$ cat src/hrap_pkg.sv
// Constants and types shared by the host register access port.
// Assumes a 100 MHz system clock and a single asynchronous reset.
package hrap_pkg;
	// ==========================================================
	// Timing
	localparam int CLK_NS      = 10;
	localparam int RST_MIN_NS  = 10000;
	localparam int RST_MIN_CYC = (RST_MIN_NS + CLK_NS - 1) / CLK_NS;
	localparam int RST_CNT_W   = 10;
	localparam logic [RST_CNT_W-1:0] RST_CNT_TOP =
		RST_CNT_W'(RST_MIN_CYC);

	// ==========================================================
	// Serial frame layout, counted in bits already sampled
	localparam logic [4:0] BIT_DIR   = 5'h08;
	localparam logic [4:0] BIT_DATA  = 5'h10;
	localparam logic [4:0] BIT_RDATA = 5'h11;
	localparam logic [4:0] FRAME_LEN = 5'h18;

	// ==========================================================
	// Register map
	localparam int         NUM_REGS = 143;
	localparam logic [7:0] REG_LAST = 8'h8E;
	localparam logic [7:0] REG_RST  = 8'h00;

	// ==========================================================
	// Parallel bus styles
	localparam logic [1:0] BUS_ASYNC_SEP = 2'h0;
	localparam logic [1:0] BUS_ASYNC_DIR = 2'h1;
	localparam logic [1:0] BUS_SYNC_SEP  = 2'h2;
	localparam logic [1:0] BUS_SYNC_DIR  = 2'h3;

	// ==========================================================
	// Pin synchroniser
	localparam int         SYNC_W   = 27;
	localparam logic [SYNC_W-1:0] SYNC_RST = {SYNC_W{1'b1}};

	typedef enum logic {P_IDLE, P_ACK} hrap_pstate_type;

	typedef struct packed {
		logic                  sclk_q;
		logic                  cs_q;
		logic [4:0]            cnt;
		logic [7:0]            s_addr;
		logic                  dir;
		logic [7:0]            wdata;
		logic                  serial_out;
		logic                  sdo_oe;
		hrap_pstate_type       p_state;
		logic [7:0]            p_addr;
		logic [7:0]            p_dout;
		logic                  p_oe;
		logic                  ack_n;
		logic                  wr_pulse;
		logic [7:0]            wr_addr;
		logic [7:0]            wr_data;
		logic [RST_CNT_W-1:0]  rst_cnt;
		logic                  rf_clear;
		logic                  txen;
		logic                  irq_n;
	} hrap_state_type;

	localparam hrap_state_type ST_RST = '{sclk_q: 1'b1, cs_q: 1'b1,
		ack_n: 1'b1, irq_n: 1'b1, txen: 1'b1, p_state: P_IDLE,
		default: '0};

	typedef struct packed {
		logic [NUM_REGS-1:0][7:0] regs;
	} hrap_rf_type;

	localparam hrap_rf_type RF_RST = '{regs: {NUM_REGS{REG_RST}}};
endpackage

$ cat src/hrap_regfile.sv
// Byte-wide register array behind the host port.
// Assumes one write port and one combinational read port.
`timescale 1ns/1ns
module hrap_regfile (
	input  wire logic       i_clk,     // System clock
	input  wire logic       i_sys_rst, // Async reset, high
	input  wire logic       i_clear,   // Restore defaults pulse
	input  wire logic       i_we,      // Write pulse
	input  wire logic [7:0] i_waddr,   // Write address
	input  wire logic [7:0] i_wdata,   // Write data
	input  wire logic [7:0] i_raddr,   // Read address
	output logic      [7:0] o_rdata    // Read data
);
	hrap_pkg::hrap_rf_type rf_ff;
	hrap_pkg::hrap_rf_type nxt_rf;

	// ==========================================================
	// Channel blocks 0x00-0x7F and globals up to 0x8E
	always_comb begin
		nxt_rf = rf_ff;
		if (i_clear) begin
			nxt_rf = hrap_pkg::RF_RST;
		end else if (i_we && i_waddr <= hrap_pkg::REG_LAST) begin
			nxt_rf.regs[i_waddr] = i_wdata;
		end
	end

	always_ff @(posedge i_clk or posedge i_sys_rst) begin
		if (i_sys_rst) begin
			rf_ff <= hrap_pkg::RF_RST;
		end else begin
			rf_ff <= nxt_rf;
		end
	end

	// Unmapped addresses read as zero
	assign o_rdata = (i_raddr <= hrap_pkg::REG_LAST) ?
		rf_ff.regs[i_raddr] : 8'h00;
endmodule

$ cat src/hrap_sync.sv
// Two-flop synchroniser bank for pins entering the system clock.
// Assumes every bit is a slow level relative to the 10 ns clock.
`timescale 1ns/1ns
module hrap_sync #(
	parameter int W = 1
) (
	input  wire logic         i_clk,     // System clock
	input  wire logic         i_sys_rst, // Async reset, high
	input  wire logic [W-1:0] i_async,   // Raw pin levels
	output logic      [W-1:0] o_sync     // Synchronised levels
);
	logic [W-1:0] meta_ff;
	logic [W-1:0] sync_ff;

	// ==========================================================
	// One pair of flops per bit
	for (genvar b = 0; b < W; b++) begin : g_bit
		always_ff @(posedge i_clk or posedge i_sys_rst) begin
			if (i_sys_rst) begin
				meta_ff[b] <= 1'b1;
				sync_ff[b] <= 1'b1;
			end else begin
				meta_ff[b] <= i_async[b];
				sync_ff[b] <= meta_ff[b];
			end
		end
	end

	assign o_sync = sync_ff;
endmodule

$ cat src/hrap_top.sv
// Host register access port: serial frame engine, parallel
// strobe engine, pin reset filter and register array.
// Assumes all pins but the alarm input are asynchronous and pass the sync bank.
//
// How it works
// - Port select low picks parallel bus; high picks serial port.
// - Reset pin low over ten microseconds restores register defaults.
// - A serial frame is 24 bits sampled on serial clock rises.
// - Serial write commits only after 24 bits, when chip select rises.
// - Clocks one to eight carry the address, least significant first.
// - Ninth bit picks direction: zero writes, one reads.
// - Bits ten through sixteen are ignored.
// - Clocks seventeen to twenty-four carry write data, LSB first.
// - Read data leaves on falling clocks 17 to 24, bit 0 first.
// - Bus type pins choose the parallel strobe protocol.
// - Parallel port uses eight address inputs and eight data lines.
// - Parallel accesses are served only while chip select is low.
// - Separate-strobe mode latches address on latch enable fall.
// - Read strobe low with select low starts a read.
// - Write strobe low with select low writes the data bus.
// - Acknowledge goes low when the access is done.
// - Direction mode latches address on address strobe fall.
// - Direction input high reads, low writes.
// - Data strobe low with select low starts the access.
// - Transmit-on low turns the line drivers off.
// - An interrupt output is offered besides register polling.
// - Channels hold sixteen addresses each; globals sit at 0x80-0x8E.
`timescale 1ns/1ns
module hrap_top (
	input  wire logic       i_clk,                   // 100 MHz
	input  wire logic       i_sys_rst,               // Async, high
	input  wire logic       i_reset_n,               // Reset pin
	input  wire logic       i_host_port_select,      // 1 serial
	input  wire logic [1:0] i_host_bus_type_select,  // Bus style
	input  wire logic       i_transmit_drive_on,     // Tx on pin
	input  wire logic       i_cs_n,                  // Chip select
	input  wire logic       i_sclk,                  // Serial clock
	input  wire logic       i_serial_in,             // Serial data
	input  wire logic       i_address_strobe,        // Latch enable
	input  wire logic       i_read_or_data_strobe_n, // Read or DS
	input  wire logic       i_write_or_dir,          // Write or R/W
	input  wire logic [7:0] i_addr,                  // Address bus
	input  wire logic [7:0] i_data,                  // Data bus in
	input  wire logic       i_alarm,                 // Core event
	output logic      [7:0] o_data,                  // Data bus out
	output logic            o_data_oe,               // Data enable
	output logic            o_serial_out,            // Serial out
	output logic            o_serial_out_oe,         // Serial enable
	output logic            o_transfer_ack_n,        // Completion
	output logic            o_tx_drivers_en,         // Line drivers
	output logic            o_irq_n,                 // Interrupt
	output logic            o_wr_pulse,              // Reg written
	output logic      [7:0] o_wr_addr,               // Its address
	output logic      [7:0] o_wr_data                // Its data
);
	hrap_pkg::hrap_state_type st_ff;
	hrap_pkg::hrap_state_type nxt_st;

	logic [hrap_pkg::SYNC_W-1:0] sync_out;
	logic       s_rst_n;
	logic       s_psel;
	logic [1:0] s_btype;
	logic       s_transmit_drive_on;
	logic       s_cs_n;
	logic       s_sclk;
	logic       s_sdi;
	logic       s_ale;
	logic       s_rds_n;
	logic       s_wrd;
	logic [7:0] s_addr_pin;
	logic [7:0] s_data_pin;
	logic [7:0] rf_rdata;
	logic [7:0] rf_raddr;
	logic       sclk_rise;
	logic       sclk_fall;
	logic       cs_rise;
	logic       dir_style;
	logic       par_req;
	logic       par_rd;
	logic       par_start;
	logic       ser_wr;
	logic       rd_bit;

	// ==========================================================
	// Pin synchronisers
	hrap_sync #(
		.W (hrap_pkg::SYNC_W)
	) u_sync (
		.i_clk     (i_clk),
		.i_sys_rst (i_sys_rst),
		.i_async   ({i_reset_n, i_host_port_select,
			i_host_bus_type_select, i_transmit_drive_on, i_cs_n,
			i_sclk, i_serial_in, i_address_strobe,
			i_read_or_data_strobe_n, i_write_or_dir, i_addr,
			i_data}),
		.o_sync    (sync_out)
	);

	assign {s_rst_n, s_psel, s_btype, s_transmit_drive_on, s_cs_n, s_sclk, s_sdi,
		s_ale, s_rds_n, s_wrd, s_addr_pin, s_data_pin} = sync_out;

	// ==========================================================
	// Register array
	assign rf_raddr = s_psel ? st_ff.s_addr : st_ff.p_addr;

	hrap_regfile u_regs (
		.i_clk     (i_clk),
		.i_sys_rst (i_sys_rst),
		.i_clear   (st_ff.rf_clear),
		.i_we      (st_ff.wr_pulse),
		.i_waddr   (st_ff.wr_addr),
		.i_wdata   (st_ff.wr_data),
		.i_raddr   (rf_raddr),
		.o_rdata   (rf_rdata)
	);

	// ==========================================================
	// Edge and request decode
	assign sclk_rise = s_sclk & ~st_ff.sclk_q;
	assign sclk_fall = ~s_sclk & st_ff.sclk_q;
	assign cs_rise   = s_cs_n & ~st_ff.cs_q;
	assign dir_style = (s_btype == hrap_pkg::BUS_ASYNC_DIR) ||
		(s_btype == hrap_pkg::BUS_SYNC_DIR);
	// Separate strobes: read wins if both are low together
	assign par_req = dir_style ? !s_rds_n :
		(!s_rds_n || !s_wrd);
	assign par_rd  = dir_style ? s_wrd : !s_rds_n;
	assign par_start = (st_ff.p_state == hrap_pkg::P_IDLE) &&
		!s_psel && !s_cs_n && par_req;
	assign ser_wr = s_psel && cs_rise && !st_ff.dir &&
		(st_ff.cnt == hrap_pkg::FRAME_LEN);
	assign rd_bit = rf_rdata[3'(st_ff.cnt - hrap_pkg::BIT_RDATA)];

	// ==========================================================
	// Next state
	always_comb begin
		nxt_st = st_ff;
		nxt_st.sclk_q   = s_sclk;
		nxt_st.cs_q     = s_cs_n;
		nxt_st.wr_pulse = 1'b0;
		nxt_st.rf_clear = 1'b0;
		nxt_st.txen     = s_transmit_drive_on;
		nxt_st.irq_n    = ~i_alarm;

		// Reset pin filter
		if (s_rst_n) begin
			nxt_st.rst_cnt = '0;
		end else if (st_ff.rst_cnt != hrap_pkg::RST_CNT_TOP) begin
			nxt_st.rst_cnt = st_ff.rst_cnt + 1'b1;
			nxt_st.rf_clear = (st_ff.rst_cnt ==
				hrap_pkg::RST_CNT_TOP - 1'b1);
		end

		// Serial frame
		if (s_cs_n) begin
			nxt_st.cnt    = 5'h00;
			nxt_st.sdo_oe = 1'b0;
		end else if (s_psel) begin
			if (sclk_rise && st_ff.cnt < hrap_pkg::FRAME_LEN) begin
				nxt_st.cnt = st_ff.cnt + 5'h01;
				if (st_ff.cnt < hrap_pkg::BIT_DIR) begin
					nxt_st.s_addr[st_ff.cnt[2:0]] = s_sdi;
				end else if (st_ff.cnt == hrap_pkg::BIT_DIR) begin
					nxt_st.dir = s_sdi;
				end else if (st_ff.cnt >= hrap_pkg::BIT_DATA) begin
					nxt_st.wdata[st_ff.cnt[2:0]] = s_sdi;
				end
				// Dummy bits fall through untouched
			end
			if (sclk_fall && st_ff.dir &&
				st_ff.cnt >= hrap_pkg::BIT_RDATA) begin
				nxt_st.serial_out    = rd_bit;
				nxt_st.sdo_oe = 1'b1;
			end
		end

		// Address latch is transparent while latch enable is high
		if (s_ale) begin
			nxt_st.p_addr = s_addr_pin;
		end

		// Parallel access
		unique case (st_ff.p_state)
			hrap_pkg::P_IDLE: begin
				if (par_start) begin
					nxt_st.p_state = hrap_pkg::P_ACK;
					nxt_st.ack_n   = 1'b0;
					if (par_rd) begin
						nxt_st.p_dout = rf_rdata;
						nxt_st.p_oe   = 1'b1;
					end else begin
						nxt_st.wr_pulse = 1'b1;
						nxt_st.wr_addr  = st_ff.p_addr;
						nxt_st.wr_data  = s_data_pin;
					end
				end
			end
			hrap_pkg::P_ACK: begin
				if (s_cs_n || !par_req) begin
					nxt_st.p_state = hrap_pkg::P_IDLE;
					nxt_st.ack_n   = 1'b1;
					nxt_st.p_oe    = 1'b0;
				end
			end
		endcase

		if (ser_wr) begin
			nxt_st.wr_pulse = 1'b1;
			nxt_st.wr_addr  = st_ff.s_addr;
			nxt_st.wr_data  = st_ff.wdata;
		end
	end

	always_ff @(posedge i_clk or posedge i_sys_rst) begin
		if (i_sys_rst) begin
			st_ff <= hrap_pkg::ST_RST;
		end else begin
			st_ff <= nxt_st;
		end
	end

	// ==========================================================
	// Outputs
	assign o_data           = st_ff.p_dout;
	assign o_data_oe        = st_ff.p_oe;
	assign o_serial_out     = st_ff.serial_out;
	assign o_serial_out_oe  = st_ff.sdo_oe;
	assign o_transfer_ack_n = st_ff.ack_n;
	assign o_tx_drivers_en  = st_ff.txen;
	assign o_irq_n          = st_ff.irq_n;
	assign o_wr_pulse       = st_ff.wr_pulse;
	assign o_wr_addr        = st_ff.wr_addr;
	assign o_wr_data        = st_ff.wr_data;
endmodule

$ cat config.mk
export PLATFORM = sky130hd
export DESIGN_NAME = hrap_top
export DESIGN_NICKNAME = d
export VERILOG_FILES = /design/src/hrap_pkg.sv /design/src/hrap_regfile.sv /design/src/hrap_sync.sv /design/src/hrap_top.sv
export SDC_FILE = /design/constraint.sdc
export NUM_CORES = 2
export LEC_CHECK = 0
export BUFFER_PORTS_ARGS = -buffer_cell sky130_fd_sc_hd__buf_4
export CAP_MARGIN = 10
export CELL_PAD_IN_SITES_DETAIL_PLACEMENT = 0
export CELL_PAD_IN_SITES_GLOBAL_PLACEMENT = 1
export CORE_AREA = 2 2 352 424
export CTS_CLUSTER_DIAMETER = 50
export DETAILED_ROUTE_END_ITERATION = 8
export DIE_AREA = 0 0 354 426
export PLACE_DENSITY = 0.62
export SLEW_MARGIN = 30
export SYNTH_ARGS = -nofsm -noshare
export SYNTH_HDL_FRONTEND = slang
export SYNTH_HIERARCHICAL = 1
export SYNTH_SLANG_ARGS = --single-unit
$ cat constraint.sdc
create_clock -name i_clk -period 98.4 [get_ports i_clk]
set_clock_uncertainty 0.15 [all_clocks]
set_input_delay 9.84 -clock i_clk [delete_from_list [all_inputs] [get_ports i_clk]]
set_output_delay 9.84 -clock i_clk [all_outputs]
set_load 0.02 [all_outputs]
==> flow_metrics.py <==
metrics = {
    "setup_path": {
        "regToRegSetupSlack_ns": 91.55,
        "r2r_cells": 13,
        "startpoint_type": "primary input",
        "critical_path_class": "primary input to async pin",
        "r2r_end": "o_serial_out",
        "rr_startpoint": "u_sync/o_sync[25]",
        "slowest_delay_ns": 0.80,
        "cp.arrival_ns": 13.34,
        "crit_top_cell": "buf_6",
        "critPathMaxFanout": 88,
        "critPathSlowestCell": "buf_4",
        "required_ns": 99.09,
        "worstPathCellList": "buf_4 > inv_8 > buf_6 > buf_4 > buf_6 > buf_6",
        "endpoint_kind": "async pin",
    },
    "finish": {
        "layout_commonest_cell": "dfrtp_1",
        "final_core_util_pct": 45.37,
        "syn_to_final_growth_pct": 10.99,
        "finalNetCount": 5182,
        "drive_gt1_share_pct": 14.14,
        "layout_common_cells": "dfrtp_1, mux2i_1, a22o_1",
        "fillCellCount": 13852,
        "post-route-cell-area_um2": 66440,
        "n_antenna_cell": 0,
    },
    "detailed_routing": {
        "dr.pass1.iters": 6,
        "vias": 43303,
        "ant_nets": 0,
        "drt_iter0_markers": 3897,
        "wire_per_inst_um": 27.43,
        "viasPerCell": 6.000,
        "routed_wl_um": 197900,
        "drc": 0,
    },
    "timing": {
        "layout_min_cycle_time_ns": 12.65,
        "period_share_pct": 12.85,
        "final-hold-violation-count": 0,
        "max_clock_freq_ghz": 0.07907,
        "tns_ns": 0,
        "rsz0062_at_grt": "false",
        "relSlewSlack_pct": 26.11,
        "fin_hold_ws_ns": 0.1979,
        "slew_violations": 0,
        "worst_slack_ns": 85.75,
        "setup_violations": 0,
        "tightest_slew_ns": 1.080,
    },
    "floorplan": {
        "die_h_um": 426,
        "num_io_pins": 61,
        "core.rowCount": 154,
        "die_area_um2": 150800,
        "die_x_um": 354,
        "core_area_um2": 146400,
        "initial_utilization_pct": 40.88,
    },
    "global_routing": {
        "grt_max_degree": 173,
        "first_global_vias": 43666,
        "track_usage_pct": 26.27,
        "overflow": 0,
        "antenna_found_initial": 6,
        "grt_first_pass_wirelength_um": 299300,
    },
    "clock_tree": {
        "cts.htree.levels": 4,
        "clk_pin_slew_ns": 0.06,
        "clock_latency_ns": 0.80,
        "clk_path_buf_depth": 3,
        "cts.sinks": 1271,
        "cts_root_buffer": "clkbuf_16",
        "post_cts_buffers": 0,
        "cts_buffers": 151,
        "cts_hold_buf": 0,
        "cts_tree": "built",
        "cts_resized": 0,
    },
    "run": {
        "drv_cap": 0,
    },
    "power_and_ir_drop": {
        "cellPowerDensity_nw_per_um2": 19.62,
        "ir_worst_vdd_mv": 0.01801,
        "p_leak_uw": 0.03005,
    },
    "yosys": {
        "synth_cells": 5305,
        "synth.avg_cell_area_um2": 11.28,
        "synthesis.area_um2": 59860,
        "syn-num-nets": 5341,
        "ys_warn_count": 6,
    },
    "hold_path": {
        "hp-start": "u_sync/meta_ff[15]",
        "holdPathStages": 0,
        "min_path_type": "flop to flop",
        "hold_end": "u_sync/o_sync[15]",
    },
    "place": {
        "port_buffers": 59,
        "place.gp.congestion": 0.8429,
        "dpl_cell_area_um2": 61260,
        "hpwl_um": 119600,
        "place_ws_ns": 83.97,
    },
    "run_status": {
        "outcome": "complete, no violations",
    },
}
-- stage by stage --
step,total power [uW],cells
floorplan,669.9,5305
global placement,733.9,6942
detailed placement,734.8,6942
CTS,1317,7216
global route,1348,7217
finish,1303,7217
-- worst max path at each step --
stage                          to  depth (start not counted)  startpoint  slack (ns)
6_report       u_regs/rf_ff[1032]                          6   i_sys_rst       85.75
5_1_grt         u_regs/rf_ff[770]                          6   i_sys_rst       85.24
4_1_cts         u_regs/rf_ff[839]                          6   i_sys_rst       84.82
3_5_place_dp    u_regs/rf_ff[779]                          6   i_sys_rst       83.97
3_3_place_gp    u_regs/rf_ff[839]                          6   i_sys_rst       83.97
2_1_floorplan     u_regs/rf_ff[0]                          1   i_sys_rst       56.19
-- worst max-delay path, delay by kind of cell --
family                 cells  cell delay [ns]
buffers and inverters      6             3.22
-- layer usage --
metal	up-vias	track usage [%]	share of wire, %
li1	19066	-	-
met5	-	0	0
met2	1263	41.59	47
met3	308	3.700	5.0
met4	0	10.03	3.8
met1	22666	36.68	44
-- where the power goes --
part	internal (uW)	leakage, uW	switching (uW)
registers	536	0.0175	14.7
logic	48.4	0.0101	127
clock network	344	0.00250	233
total	929	0.0300	374
-- cell type report --
type | count | area (um2) | area share, %
clock buffer | 211 | 4352 | 6.550
multi-input combinational | 3546 | 25590 | 38.52
sequential | 1271 | 31890 | 48.00
clock inverter | 63 | 750.7 | 1.130
timing repair buffer | 164 | 1354 | 2.038
tap | 1950 | 2440 | 3.672
inverter | 12 | 56.30 | 0.08474
-- state kept, by name, indices dropped and copies added (netlist names), 8 cells and up --
name,flops
o_wr_addr,8
o_wr_data,8
o_data,8
u_sync/o_sync,26
u_regs/rf_ff,1144
u_sync/meta_ff,26
st_ff,44
No activity file was read; power rests on OpenSTA's default activity.
